===== src/verilog/sld_defines.vh =====
// Functional notes
// - Display memory sits at 80H..95H of bank 4, reached via bank pointer 04H and indirect pointer.
// - Direct accesses to those addresses go to bank 0 general memory instead.
// - Each display bit drives one pixel: 1 on, 0 off.
// - Driver scans memory continuously; new data shows without software action.
// - Bits of unused commons store nothing and read back zero.
// - LCD clock is the low-speed clock divided by 8, about 4kHz.
// - Control bit 7 selects Type A when 0, Type B when 1.
// - Control bit 2 turns the charge pump on when 1.
// - Control bit 1 selects 1/3 duty when 0, 1/2 duty when 1.
// - With 1/2 duty the third common acts as an extra segment.
// - Control bit 0 enables display in normal and idle; sleep forces it off.
// - Programming mode forces display off and charge pump on.
// - Control bits 6..3 read zero; implemented bits reset to zero.
// - Display off or sleep resets display and drives outputs low; reset floats them.
// - Type B waveforms run at lower frequency than Type A.
`ifndef SLD_DEFINES_VH
`define SLD_DEFINES_VH
`define SLD_ADDR_CTRL 8'h00
`define SLD_ADDR_BANK 8'h04
`define SLD_ADDR_IPTR 8'h08
`define SLD_ADDR_IDATA 8'h0C
`define SLD_ADDR_DDATA 8'h10
`define SLD_ADDR_DPTR 8'h14
`define SLD_ADDR_STAT 8'h18
`define SLD_LCD_BANK 8'h04
`define SLD_MEM_FIRST 8'h80
`define SLD_MEM_LAST 8'h95
`define SLD_MEM_WORDS 22
`define SLD_BIT_TYPE 7
`define SLD_BIT_PUMP 2
`define SLD_BIT_DUTY 1
`define SLD_BIT_EN 0
`define SLD_CTRL_MASK 8'h87
`define SLD_CTRL_RESET 8'h00
`define SLD_LCD_DIV 8
`endif


===== src/verilog/sld_edge_sync.v =====
`timescale 1ns/10ps
// Two-stage synchroniser plus rising-edge pulse
module sld_edge_sync (
    input wire clk_sys, // System clock
    input wire rstn, // Async reset, active low
    input wire din, // Asynchronous level
    output wire rise // One-cycle pulse on rising edge
);
    reg s1_reg;
    reg s2_reg;
    reg s3_reg;
    always @(posedge clk_sys or negedge rstn) begin
        if (!rstn) begin
            s1_reg <= 1'b0;
            s2_reg <= 1'b0;
            s3_reg <= 1'b0;
        end else begin
            s1_reg <= din;
            s2_reg <= s1_reg;
            s3_reg <= s2_reg;
        end
    end
    assign rise = s2_reg & ~s3_reg;
endmodule // sld_edge_sync


===== src/verilog/sld_segment_lcd.v =====
// Decided for this implementation: the placing of the registers and the Avalon-MM slave port.
`timescale 1ns/10ps
`include "sld_defines.vh"
module sld_segment_lcd #(
    parameter NSEG = 21, // Segment outputs besides the third common
    parameter LCD_DIV = `SLD_LCD_DIV // Low-speed clock divide ratio
) (
    input wire clk_sys, // System clock, 10 MHz
    input wire rstn, // Async reset, active low
    input wire [7:0] avs_address, // Byte address
    input wire avs_read, // Read strobe
    input wire avs_write, // Write strobe
    input wire [31:0] avs_writedata, // Write data
    output reg [31:0] avs_readdata, // Read data
    output wire avs_waitrequest, // Wait request
    input wire low_speed_clock, // Low-speed subsystem clock
    input wire sleep_mode, // Device in sleep
    input wire in_circuit_programming, // Programming mode active
    output reg [2:0] com_out, // Common lines
    output reg [2:0] com_oe, // Common output enables
    output reg [NSEG-1:0] seg_out, // Segment lines
    output reg [NSEG-1:0] seg_oe, // Segment output enables
    output reg com2_seg_out, // Third common used as segment
    output reg charge_pump_on // Charge pump enable
);
    localparam ST_IDLE = 2'd0;
    localparam ST_WAIT = 2'd1;
    localparam ST_DONE = 2'd2;

    reg [7:0] display_control_reg;
    reg [7:0] bank_pointer;
    reg [7:0] indirect_pointer;
    reg [7:0] direct_pointer;
    reg [7:0] lcd_mem [0:`SLD_MEM_WORDS-1];
    reg [7:0] gp_mem [0:`SLD_MEM_WORDS-1];
    reg [1:0] state_reg;
    reg [2:0] div_reg;
    reg [1:0] slot_reg;
    reg phase_reg;
    wire lcd_rise;
    wire lcd_tick;
    wire [7:0] ctrl_rd;
    wire in_lcd_range;
    wire ind_lcd;
    wire [4:0] ind_idx;
    wire [4:0] dir_idx;
    wire duty_half;
    wire disp_active;
    wire [7:0] mask_bits;
    reg [7:0] ind_rd;
    integer i;

    // Only 1/2 duty leaves unused commons; 1/3 keeps bits 0..2
    assign duty_half = display_control_reg[`SLD_BIT_DUTY];
    assign mask_bits = duty_half ? 8'h03 : 8'h07;
    assign ctrl_rd = display_control_reg & `SLD_CTRL_MASK;
    assign in_lcd_range = (indirect_pointer >= `SLD_MEM_FIRST) && (indirect_pointer <= `SLD_MEM_LAST);
    assign ind_lcd = in_lcd_range && (bank_pointer == `SLD_LCD_BANK);
    assign ind_idx = indirect_pointer[4:0] - 5'h00;
    assign dir_idx = direct_pointer[4:0];
    // Sleep or display bit off holds the driver in reset; programming forces it off too
    assign disp_active = display_control_reg[`SLD_BIT_EN] & ~sleep_mode & ~in_circuit_programming;

    // Two wait states; a write commits only on the edge that accepts it
    assign avs_waitrequest = (avs_read | avs_write) & (state_reg != ST_DONE);

    sld_edge_sync u_sync (
        .clk_sys(clk_sys),
        .rstn(rstn),
        .din(low_speed_clock),
        .rise(lcd_rise)
    );

    // Divide the low-speed clock by eight
    always @(posedge clk_sys or negedge rstn) begin
        if (!rstn) begin
            div_reg <= 3'h0;
        end else if (!disp_active) begin
            div_reg <= 3'h0;
        end else if (lcd_rise) begin
            div_reg <= div_reg + 3'h1;
        end
    end
    assign lcd_tick = lcd_rise && (div_reg == LCD_DIV[2:0] - 3'h1);

    always @* begin
        ind_rd = 8'h00;
        if (ind_lcd) begin
            ind_rd = lcd_mem[ind_idx] & mask_bits;
        end
    end

    always @(posedge clk_sys or negedge rstn) begin
        if (!rstn) begin
            state_reg <= ST_IDLE;
            avs_readdata <= 32'h0;
            display_control_reg <= `SLD_CTRL_RESET;
            bank_pointer <= 8'h00;
            indirect_pointer <= 8'h00;
            direct_pointer <= 8'h00;
        end else begin
            case (state_reg)
                ST_IDLE: begin
                    if (avs_read | avs_write) begin
                        state_reg <= ST_WAIT;
                    end
                end
                ST_WAIT: begin
                    state_reg <= ST_DONE;
                    if (!avs_write) begin
                        case (avs_address)
                            `SLD_ADDR_CTRL: avs_readdata <= {24'h0, ctrl_rd};
                            `SLD_ADDR_BANK: avs_readdata <= {24'h0, bank_pointer};
                            `SLD_ADDR_IPTR: avs_readdata <= {24'h0, indirect_pointer};
                            `SLD_ADDR_IDATA: avs_readdata <= {24'h0, ind_rd};
                            `SLD_ADDR_DDATA: avs_readdata <= (dir_idx < `SLD_MEM_WORDS) ?
                                {24'h0, gp_mem[dir_idx]} : 32'h0;
                            `SLD_ADDR_DPTR: avs_readdata <= {24'h0, direct_pointer};
                            `SLD_ADDR_STAT: avs_readdata <= {28'h0, slot_reg, phase_reg, disp_active};
                            default: avs_readdata <= 32'h0;
                        endcase
                    end
                end
                ST_DONE: begin
                    state_reg <= ST_IDLE;
                    if (avs_write) begin
                        case (avs_address)
                            `SLD_ADDR_CTRL: display_control_reg <= avs_writedata[7:0] & `SLD_CTRL_MASK;
                            `SLD_ADDR_BANK: bank_pointer <= avs_writedata[7:0];
                            `SLD_ADDR_IPTR: indirect_pointer <= avs_writedata[7:0];
                            `SLD_ADDR_DPTR: direct_pointer <= avs_writedata[7:0];
                            default: ;
                        endcase
                    end
                end
                default: state_reg <= ST_IDLE;
            endcase
        end
    end

    // Memory arrays carry no reset, like the real data memory
    always @(posedge clk_sys) begin
        if (state_reg == ST_DONE && avs_write) begin
            if (avs_address == `SLD_ADDR_IDATA && ind_lcd) begin
                lcd_mem[ind_idx] <= avs_writedata[7:0] & mask_bits;
            end
            if (avs_address == `SLD_ADDR_DDATA && dir_idx < `SLD_MEM_WORDS) begin
                gp_mem[dir_idx] <= avs_writedata[7:0];
            end
        end
    end

    // Frame sequencer: slot per common, phase inverts for zero DC
    always @(posedge clk_sys or negedge rstn) begin
        if (!rstn) begin
            slot_reg <= 2'd0;
            phase_reg <= 1'b0;
        end else if (!disp_active) begin
            slot_reg <= 2'd0;
            phase_reg <= 1'b0;
        end else if (lcd_tick) begin
            // Type A flips phase inside each slot; Type B only per whole frame
            // Wrap on >= so a duty change in slot 2 cannot step into slot 3
            if (!display_control_reg[`SLD_BIT_TYPE]) begin
                phase_reg <= ~phase_reg;
                if (phase_reg) begin
                    slot_reg <= (slot_reg >= (duty_half ? 2'd1 : 2'd2)) ? 2'd0 : slot_reg + 2'd1;
                end
            end else begin
                if (slot_reg >= (duty_half ? 2'd1 : 2'd2)) begin
                    slot_reg <= 2'd0;
                    phase_reg <= ~phase_reg;
                end else begin
                    slot_reg <= slot_reg + 2'd1;
                end
            end
        end
    end

    // Outputs: digital level per line; bias analog is outside this block
    always @(posedge clk_sys or negedge rstn) begin
        if (!rstn) begin
            com_out <= 3'h0;
            com_oe <= 3'h0;
            seg_out <= {NSEG{1'b0}};
            seg_oe <= {NSEG{1'b0}};
            com2_seg_out <= 1'b0;
            charge_pump_on <= 1'b0;
        end else begin
            charge_pump_on <= display_control_reg[`SLD_BIT_PUMP] | in_circuit_programming;
            com_oe <= 3'h7;
            seg_oe <= {NSEG{1'b1}};
            if (!disp_active) begin
                com_out <= 3'h0;
                seg_out <= {NSEG{1'b0}};
                com2_seg_out <= 1'b0;
            end else begin
                for (i = 0; i < 3; i = i + 1) begin
                    com_out[i] <= (slot_reg == i[1:0]) ^ phase_reg;
                end
                if (duty_half) begin
                    com_out[2] <= 1'b0;
                    com2_seg_out <= lcd_mem[NSEG][slot_reg[0]] ^ ~phase_reg;
                end else begin
                    com2_seg_out <= 1'b0;
                end
                for (i = 0; i < NSEG; i = i + 1) begin
                    seg_out[i] <= lcd_mem[i][slot_reg] ^ ~phase_reg;
                end
            end
        end
    end
endmodule // sld_segment_lcd


===== config.mk =====
export PLATFORM = sky130hd
export DESIGN_NAME = sld_segment_lcd
export DESIGN_NICKNAME = d
export VERILOG_FILES = /design/src/verilog/sld_edge_sync.v /design/src/verilog/sld_segment_lcd.v
export VERILOG_INCLUDE_DIRS = /design/src /design/src/verilog
export SDC_FILE = /design/constraint.sdc
export NUM_CORES = 1
export LEC_CHECK = 0
export BUFFER_PORTS_ARGS = -buffer_cell sky130_fd_sc_hd__buf_2
export CAP_MARGIN = 0
export CORE_MARGIN = 2
export CORE_UTILIZATION = 50
export CTS_CLUSTER_SIZE = 30
export DETAILED_ROUTE_END_ITERATION = 16
export PLACE_DENSITY = 0.75
export SETUP_SLACK_MARGIN = 0.05
export SLEW_MARGIN = 20
export SYNTH_ARGS = -nofsm -noshare
export SYNTH_HDL_FRONTEND = slang
export SYNTH_SLANG_ARGS = --single-unit

===== constraint.sdc =====
create_clock -name clk_sys -period 2.57 [get_ports clk_sys]
set_clock_uncertainty 0.1 [all_clocks]
set_input_delay 0.3855 -clock clk_sys [delete_from_list [all_inputs] [get_ports clk_sys]]
set_output_delay 0.3855 -clock clk_sys [all_outputs]
set_load 0.02 [all_outputs]

==> impl_metrics.json, run 1 <==
{
  "place_congestion": 0.909,
  "worst_pin_slew_ps": 629,
  "clk_latency_ps": 540,
  "status": "finished, final reports clean",
  "die-area_mm2": 0.0316,
  "ir_drop_uv": 460,
  "synth_largest_area_cell": "edfxtp_1",
  "hold_slack_ps": 66.9,
  "row_count": 63,
  "cp_slowest_cell": "mux4_2",
  "powerDensity_mw_per_mm2": 711,
  "drtIter0Drc": 804,
  "crit_start": "direct_pointer[0]",
  "r2r_end": "avs_readdata[2]",
  "num_vias": 8619,
  "drv_cap": 0,
  "antenna_found_initial": 0,
  "finalSetupViolCount": 0,
  "path_max_fanout": 19,
  "drt-pass1-iter-count": 5,
  "synth_flop_cell": "edfxtp_1",
  "rr_worst_depth": 6,
  "whs_endpoint": "state_reg[0]",
  "gr-max-usage-layer": "met2",
  "critPathKind": "reg2reg",
  "maxSlewHeadroom_pct": 57.8,
  "area_growth_pct": 16.1,
  "crit_path_max_incr_delay_ps": 590,
  "place_area_mm2": 0.0162,
  "clkPwrFrac_pct": 43.1,
  "fin_crit_sh_pct": 90.7,
  "required_ps": 2880,
  "netlist_instances": 954,
  "critPathArrivalTime_ps": 2640,
  "routed_wl_mm": 31.7,
  "hold_viol": 0,
  "r2r-start": "direct_pointer[0]",
  "initial_core_util_pct": 50.9,
  "cts_root_buf": "clkbuf_16",
  "design.core.area_mm2": 0.0296,
  "min_from": "avs_read",
  "final.setup.tns_ps": 0,
  "synthArstFlopShare_pct": 21.4,
  "min_path_type": "in2reg",
  "rsz0062_at_grt": "false",
  "io_pins": 130,
  "seq_area_frac_synth_pct": 66.5,
  "drive_gt1_share_pct": 30.1,
  "rrSetupSlack_ps": 240,
  "swShare_pct": 22.7,
  "grt_util_met1_pct": 28.5,
  "cts_sinks": 346,
  "post-route-min-period_ps": 2330,
  "hpwlAfterDp_mm": 20.6,
  "end_kind": "register",
  "power.total_mw": 12.4,
  "use_met2_pct": 32.4,
  "grt_pass1_wl_mm": 48.9,
  "crit_chain": "buf_4, inv_2, mux4_2, o2bb2ai_1, a211oi_1, a21oi_1",
  "post_cts.repair.setup_buffers": 0,
  "grt_pass1_vias": 8500,
  "avgRoutedWirePerCell_um": 20.7,
  "synth-seq-cells": 346,
  "track_usage_pct": 20.5,
  "regMostFlops": "gp_mem",
  "p_int_mw": 9.62,
  "finalNetCount": 1164,
  "startpoint_type": "register",
  "cts_tree": "done",
  "syn_area_mm2": 0.0151,
  "vias_per_cell": 5.64,
  "clkTransAtPathRegs_ps": 60,
  "met3_usage_pct": 3.83,
  "antenna_cells": 0,
  "p_leak_nw": 6.28,
  "comb_power_share_pct": 6.5,
  "clockBufferDepth": 3,
  "die_w_um": 178,
  "drc_errors": 0,
  "yosys-top-cells-area": "edfxtp_1 54%, dfrtp_1 12%, mux4_2 9.3%",
  "ys_types": 69,
  "fin_area_mm2": 0.0175,
  "postRouteAntennaNets": 0,
  "largest_reg_flops": 176,
  "reg_top3": "gp_mem: 176 flops, lcd_mem: 96 flops, seg_out: 21 flops",
  "numCtsBuffers": 37,
  "io_buffers": 81,
  "htree_levels": 2,
  "yosys_warnings": 0,
  "avgSynthCellArea_um2": 15.8,
  "synth_edf_count": 272,
  "worstHoldPathCells": 3,
  "slew_viol_final": 0,
  "overflow": 0,
  "worst_slack_ps": 240,
  "grt_max_degree": 75,
  "layout_commonest_cell": "edfxtp_1",
  "final_cell_mix": "272 x edfxtp_1, 104 x nor2_1, 80 x buf_2",
  "yosys.area.top_type_share_pct": 54.2,
  "switchingPower_mw": 2.82,
  "pre_cts_ws_ps": 124,
  "seq_power_share_pct": 50.3,
  "fp.dieH_um": 178,
  "fmax_ghz": 0.429
}
-- worst max-delay path: cells and delay by family, from the launching register on --
family                 cells  cell delay, ps
multiplexers               1             590
AO/OA/AOI/OAI              3             530
flip-flops                 1             490
buffers and inverters      2             490
-- power by group through the flow --
stage,clock network [mW],registers [mW],logic [mW]
floorplan,0,6.41,0.454
global placement,0,6.37,0.793
detailed placement,0,6.37,0.801
CTS,5.45,6.26,0.811
global route,5.68,6.27,0.880
finish,5.37,6.26,0.811
-- synth_stat cells (10+ instances only) --
cell type / number
a21oi_1: 32
buf_2: 16
buf_4: 55
clkbuf_1: 18
dfrtp_1: 74
edfxtp_1: 272
mux2_2: 32
mux2i_1: 49
mux4_2: 62
nand2_1: 27
nand3_1: 23
nor2_1: 104
nor3_1: 10
o21ai_0: 12
xnor2_1: 25
-- cell type report --
type	count	area [µm²]
sequential	346	10000
fill	2243	12100
tap	390	488
multi-input combinational	554	4590
inverter	7	26.3
clock inverter	21	244
clock buffer	46	1020
timing repair buffer	163	1110
-- worst max path at each step --
stage,endpoint,slack (ps),cells after the start
floorplan,gp_mem[0][0],-90,7
global placement,lcd_mem[9][2],160,8
detailed placement,lcd_mem[16][1],120,8
CTS,avs_readdata[2],220,6
global route,lcd_mem[16][2],70,6
finish,avs_readdata[2],240,6
-- metal layers --
metal,vias to the layer above,routed length [µm],share of wire (%)
met5,-,0,0
met4,0,1010,3.2
met3,64,2410,7.6
met2,373,14900,47
met1,4314,13300,42
li1,3868,-,-
-- logic make-up after synthesis --
group                    count (synthesis)  share of synthesized area (%)
XOR/XNOR                                26                           1.51
AND/OR/NAND/NOR                        216                           7.21
adder cells (fa/ha/maj)                  8                          0.664
multiplexers                           143                           14.9
flip-flops                             346                           66.5
buffers and inverters                  107                           4.52
AO/OA/AOI/OAI                          106                           4.66
other                                    2                         0.0498
-- metrics by stage --
step	utilization, %	instances
4_1_cts	59.0	1527
2_1_floorplan	-	1007
3_3_place_gp	54.7	1457
6_report	59.0	1527
3_5_place_dp	54.7	1457
5_1_grt	59.0	1527
-- repair_timing --
item                      CTS  global route
gates resized for setup     0             0
hold buffers                3             0
hold endpoints to repair   76             0
Note: power is estimated with default switching activity, not from simulation.
==> run 2: changes to the inputs <==
SYNTH_HIERARCHICAL = 1   (was not set)
==> run 2 against run 1 <==
Net effect: critical endpoint is now lcd_mem[21][2]; sequential cell count down 4; worst hold slack improved by 27 ps; clock power down 6.1%; first-iteration DRC count fell by 2.5%.
==> impl_metrics.json, run 2 <==
{
  "status": "finished, final reports clean",
  "required_ps": 2690,
  "track_usage_pct": 21.4,
  "row_count": 63,
  "finalNetCount": 1177,
  "io_buffers": 81,
  "grt_pass1_vias": 8834,
  "place_congestion": 0.897,
  "drv_cap": 0,
  "hold_slack_ps": 94.3,
  "regMostFlops": "gp_mem",
  "synth_xor_xnor_area_share_pct": 1.59,
  "reg_top3": "gp_mem: 176 flops, lcd_mem: 92 flops, seg_out: 21 flops",
  "finalSetupViolCount": 0,
  "synthAdderAreaFrac_pct": 0.672,
  "final.setup.tns_ps": 0,
  "rrSetupSlack_ps": 50,
  "num_vias": 8725,
  "critPathKind": "reg2reg",
  "fin_crit_sh_pct": 98.2,
  "routed_wl_mm": 32.4,
  "cts_tree": "done",
  "ir_drop_uv": 379,
  "power.total_mw": 11.7,
  "htree_levels": 2,
  "r2r_end": "lcd_mem[21][2]",
  "cts_root_buf": "clkbuf_16",
  "maxSlewHeadroom_pct": 37.6,
  "synth_compound_area_share_pct": 4.16,
  "numCtsBuffers": 36,
  "p_leak_nw": 6.41,
  "worst_pin_slew_ps": 937,
  "ys_types": 59,
  "rsz0062_at_grt": "true",
  "r2r-start": "indirect_pointer[5]",
  "end_kind": "register",
  "worst_slack_ps": 45.7,
  "synthMuxAreaShare_pct": 15.5,
  "synth_flop_cell": "edfxtp_1",
  "antenna_found_initial": 0,
  "io_pins": 130,
  "fmax_ghz": 0.396,
  "largest_reg_flops": 176,
  "dp.cells": 1469,
  "syn_area_mm2": 0.0149,
  "synth-seq-cells": 342,
  "yosys-top-cells-area": "edfxtp_1 54%, dfrtp_1 12%, mux4_2 8.8%",
  "synth_common_cells": "268 x edfxtp_1, 114 x nor2_1, 74 x dfrtp_1, 59 x mux2i_1, 58 x mux4_2",
  "area_growth_pct": 17.9,
  "drive_gt1_share_pct": 33.1,
  "stdcell_count": 1537,
  "startpoint_type": "register",
  "clockBufferDepth": 3,
  "final_cell_mix": "268 x edfxtp_1, 83 x buf_4, 82 x nor2_1",
  "drt-pass1-iter-count": 5,
  "clkTransAtPathRegs_ps": 60,
  "synth_top_family_by_area": "multiplexers",
  "yosys_warnings": 6,
  "initial_core_util_pct": 50.6,
  "avgRoutedWirePerCell_um": 21.1,
  "critPathArrivalTime_ps": 2640,
  "drtIter0Drc": 784,
  "synthArstFlopShare_pct": 21.6,
  "hpwlAfterDp_mm": 21.5,
  "netlist_instances": 956,
  "path_max_fanout": 6,
  "cts_sinks": 342,
  "rr_worst_depth": 8,
  "min_path_type": "in2reg",
  "pre_cts_ws_ps": -112,
  "yosys.area.top_type_share_pct": 54.0,
  "crit_start": "indirect_pointer[5]",
  "die-area_mm2": 0.0312,
  "slew_viol_final": 0,
  "yosys.area_share.simple_pct": 7.33,
  "layout_commonest_cell": "edfxtp_1",
  "avgSynthCellArea_um2": 15.6,
  "clk_latency_ps": 520,
  "yosysMostFrequentCell": "edfxtp_1",
  "drc_errors": 0,
  "postRouteAntennaNets": 0,
  "overflow": 0,
  "synth_largest_area_cell": "edfxtp_1",
  "die_w_um": 177,
  "grt_max_degree": 75,
  "critical_path.endpoint": "lcd_mem[21][2]",
  "antenna_cells": 0,
  "hold_viol": 0,
  "synth_edf_count": 268,
  "fp.dieH_um": 177,
  "fill_cells": 2154,
  "seq_area_frac_synth_pct": 66.4,
  "powerDensity_mw_per_mm2": 666,
  "design.core.area_mm2": 0.0295,
  "vias_per_cell": 5.68,
  "post-route-min-period_ps": 2520,
  "grt_pass1_wl_mm": 50.4
}
[run 2: cell count changes in the layout (fill, tap and decap cells not counted), sizes merged, moves of 5 or more]
cell   before  now
buf       160  177
mux2       32   37
mux2i      49   59
nand3      23   10
nor2      104  114
nor4        6    0
[run 2: cells by family after synthesis]
| family | after synthesis |
|---|---|
| other | 2 |
| DFF | 342 |
| xor gates and xnor gates | 27 |
| adders and majority gates | 8 |
| and+or+nand+nor | 220 |
| AOI/OAI and AO/OA | 96 |
| buffers and inverters | 107 |
| muxes | 154 |
[run 2: per-layer routing]
| metal | up-vias | GRT usage [%] | part of all wire [%] |
|---|---|---|---|
| li1 | 3870 | - | - |
| met1 | 4423 | 29.7 | 42 |
| met2 | 379 | 34.5 | 48 |
| met3 | 53 | 4.34 | 7.6 |
| met4 | 0 | 6.44 | 2.2 |
| met5 | - | 0 | 0 |
[run 2: worst min-delay path by stage]
stage                              from              end  slack [ps]  depth (start not counted)
final                          avs_read     state_reg[0]          90                          3
after detailed placement  u_sync/s1_reg    u_sync/s2_reg         240                          0
after global placement    u_sync/s1_reg    u_sync/s2_reg         240                          0
after floorplan                    rstn  avs_readdata[0]         -10                          0
after global routing           avs_read     state_reg[0]         120                          3
after CTS                      avs_read     state_reg[0]          80                          3
[run 2: timing repair]
item | CTS | global route
endpoints found under the setup margin | 66 | 71
pin swaps | 2 | 3
buffers inserted | 2 | 0
gates resized for setup | 18 | 21
hold buffers | 3 | 0
endpoints found under the hold margin | 76 | 0
[run 2: worst max-delay path, stage by stage, from the launching register on]
cell	delay, ps
dfrtp_1	380
or4_4	550
nor4b_2	210
nand4_1	160
a31oi_4	250
nand4_1	140
buf_6	180
nor2_2	110
buf_4	140
[run 2: area by class of cell]
class / instances / area, µm² / share of cell area (%)
Sequential cell: 342 / 9900 / 56.4
Clock inverter: 18 / 158 / 0.897
Timing Repair Buffer: 180 / 1290 / 7.34
Tap cell: 390 / 488 / 2.78
Inverter: 6 / 22.5 / 0.128
Clock buffer: 45 / 1010 / 5.74
Multi-Input combinational cell: 556 / 4700 / 26.8
[run 2: per-stage QoR]
stage / utilization [%] / instance area [µm²]
finish: 59.6 / 17600
floorplan: - / 15100
global route: 59.6 / 17600
CTS: 59.3 / 17500
detailed placement: 55.0 / 16200
global placement: 55.0 / 16200
[run 2: where the power goes]
part | switching (mW) | total [mW] | internal [mW]
combinational | 0.383 | 0.581 | 0.199
sequential | 0.0444 | 6.09 | 6.04
clock | 2.05 | 5.04 | 2.99
total | 2.48 | 11.7 | 9.23
==> run 3: changes to the inputs <==
CORE_ASPECT_RATIO = 1.4   (was not set)
CTS_BUF_LIST = sky130_fd_sc_hd__clkbuf_8   (was not set)
==> run 3 against run 2 <==
Net effect: the run now ends with setup timing left; critical endpoint is now lcd_mem[21][0]; sequential share of layout area rose by 0.072 points; global-route usage shrank 0.59 points; power down 6.8%; setup slack got worse by 140 ps; combinational power is 2% higher; largest cell class unchanged; sequential power about the same; worst hold slack got worse by 60 ps.
==> impl_metrics.json, run 3 (synthesized netlist as in run 2, its figures left out) <==
{
  "row_count": 74,
  "stdcell_count": 1565,
  "clockBufferDepth": 3,
  "worst_pin_slew_ps": 577,
  "cts_sinks": 342,
  "die_w_um": 150,
  "clk_latency_ps": 600,
  "regMostFlops": "gp_mem",
  "overflow": 0,
  "multi_input_area_mm2": 0.00477,
  "critPathKind": "reg2reg",
  "numCtsBuffers": 52,
  "drv_cap": 0,
  "fp.dieH_um": 208,
  "slew_viol_final": 0,
  "p_leak_nw": 6.46,
  "num_vias": 8602,
  "required_ps": 2800,
  "track_usage_pct": 20.8,
  "worst_slack_ps": -94.6,
  "initial_core_util_pct": 50.9,
  "area_growth_pct": 17.8,
  "rsz0062_at_grt": "true",
  "hold_viol": 0,
  "drc_errors": 0,
  "post-route-min-period_ps": 2660,
  "htree_levels": 2,
  "design.core.area_mm2": 0.0293,
  "routed_wl_mm": 31.9,
  "drive_gt1_share_pct": 33.8,
  "grt_max_degree": 55,
  "crit_chain": "or4_4, nor4b_4, nand4_1, a31oi_4, nand4_1, buf_6, nor2_4, buf_6",
  "avgRoutedWirePerCell_um": 20.4,
  "hpwlAfterDp_mm": 21.8,
  "fin_crit_sh_pct": 104,
  "end_kind": "register",
  "cp_slowest_cell": "or4_4",
  "status": "finished with violations",
  "violations": "setup timing",
  "min_path_type": "in2reg",
  "postRouteAntennaNets": 0,
  "dp.cells": 1462,
  "io_buffers": 81,
  "fmax_ghz": 0.375,
  "cp_top_family": "simple AND/OR/NAND/NOR gates",
  "antenna_cells": 0,
  "grt_pass1_wl_mm": 49.0,
  "vias_per_cell": 5.50,
  "finalSetupViolCount": 30,
  "critPathArrivalTime_ps": 2900,
  "clkTransAtPathRegs_ps": 60,
  "grt_pass1_vias": 8693,
  "powerDensity_mw_per_mm2": 622,
  "maxSlewHeadroom_pct": 61.5,
  "ff_latch_area_mm2": 0.00990,
  "reg_top3": "gp_mem: 176 flops, lcd_mem: 92 flops, seg_out: 21 flops",
  "crit_buf_inv": 2,
  "fill_cells": 2264,
  "drt-pass1-iter-count": 5,
  "startpoint_type": "register",
  "layout_commonest_cell": "edfxtp_1",
  "cts_tree": "done",
  "ir_drop_uv": 422,
  "drtIter0Drc": 490,
  "pre_cts_ws_ps": -191,
  "cts_root_buf": "clkbuf_8",
  "antenna_found_initial": 1,
  "largest_reg_flops": 176,
  "path_max_fanout": 6,
  "final_cell_mix": "268 x edfxtp_1, 80 x nor2_1, 80 x buf_2",
  "io_pins": 130,
  "finalNetCount": 1196,
  "die-area_mm2": 0.0312,
  "crit_path_max_incr_delay_ps": 550,
  "place_congestion": 0.918
}
-- run 3: changes by cell type in the layout (fill, tap and decap cells not counted), moves of 10 or more --
cell	delta
clkbuf_8	+54
clkbuf_16	-39
inv_1	+17
nor2_4	+12
nor2_2	-10
-- run 3: routing by layer --
layer / GRT usage [%] / vias to the layer above / wire, µm
met2: 36.2 / 315 / 16600
met4: 8.46 / 0 / 1130
met3: 3.66 / 81 / 1850
li1: - / 3901 / -
met5: 0 / - / 0
met1: 25.6 / 4305 / 12300
-- run 3: final timing paths --
check | startpoint | endpoint | slack, ps | cells after the start
max | indirect_pointer[5] | lcd_mem[21][0] | -90 | 8
max reg2reg | indirect_pointer[5] | lcd_mem[21][0] | -90 | 8
max in group asynchronous | rstn | seg_out[13] | 1460 | 3
min | avs_write | state_reg[0] | 30 | 3
min in group asynchronous | rstn | slot_reg[0] | 230 | 2
min reg2reg | u_sync/s1_reg | u_sync/s2_reg | 250 | 0
-- run 3: power by group --
| part | switching [mW] | internal (mW) | leakage, nW |
|---|---|---|---|
| Combinational | 0.382 | 0.209 | 2.45 |
| Clock | 2.04 | 2.20 | 0.579 |
| Sequential | 0.0449 | 6.04 | 3.43 |
-- run 3: tightest hold or removal path, stage by stage --
cell and delay, ps:
buf_2 110, nor2_1 60, nor3_1 120
-- run 3: repair_timing --
| item | 4_1_cts | 5_1_grt |
|---|---|---|
| cloned | 0 | 0 |
| pin swaps | 17 | 11 |
| endpoints found under the hold margin | 44 | 0 |
| hold buffers | 4 | 0 |
| setup endpoints to repair | 66 | 67 |
| gates resized for setup | 48 | 7 |
| setup buffers | 1 | 3 |
-- run 3: layout make-up --
cell class / instances / share of cell area, %
repair buffers: 183 / 7.89
multi-input cells: 556 / 27.2
clock inverters: 43 / 1.38
clock buffers: 55 / 4.31
flip-flops and latches: 342 / 56.4
well taps: 380 / 2.71
inverters: 6 / 0.128
-- run 3: stage by stage --
step	utilization, %	TNS [ps]	total power, mW	hold slack, ps	area [µm²]
after detailed placement	55.7	-13500	6.77	236	16300
final	60.0	-972	10.9	34.4	17600
after global placement	55.7	-4180	6.76	235	16300
after global routing	60.0	-4150	11.3	55.6	17600
after CTS	59.8	-243	11.0	8.71	17500
after floorplan	-	-1630	6.57	-10.1	15100
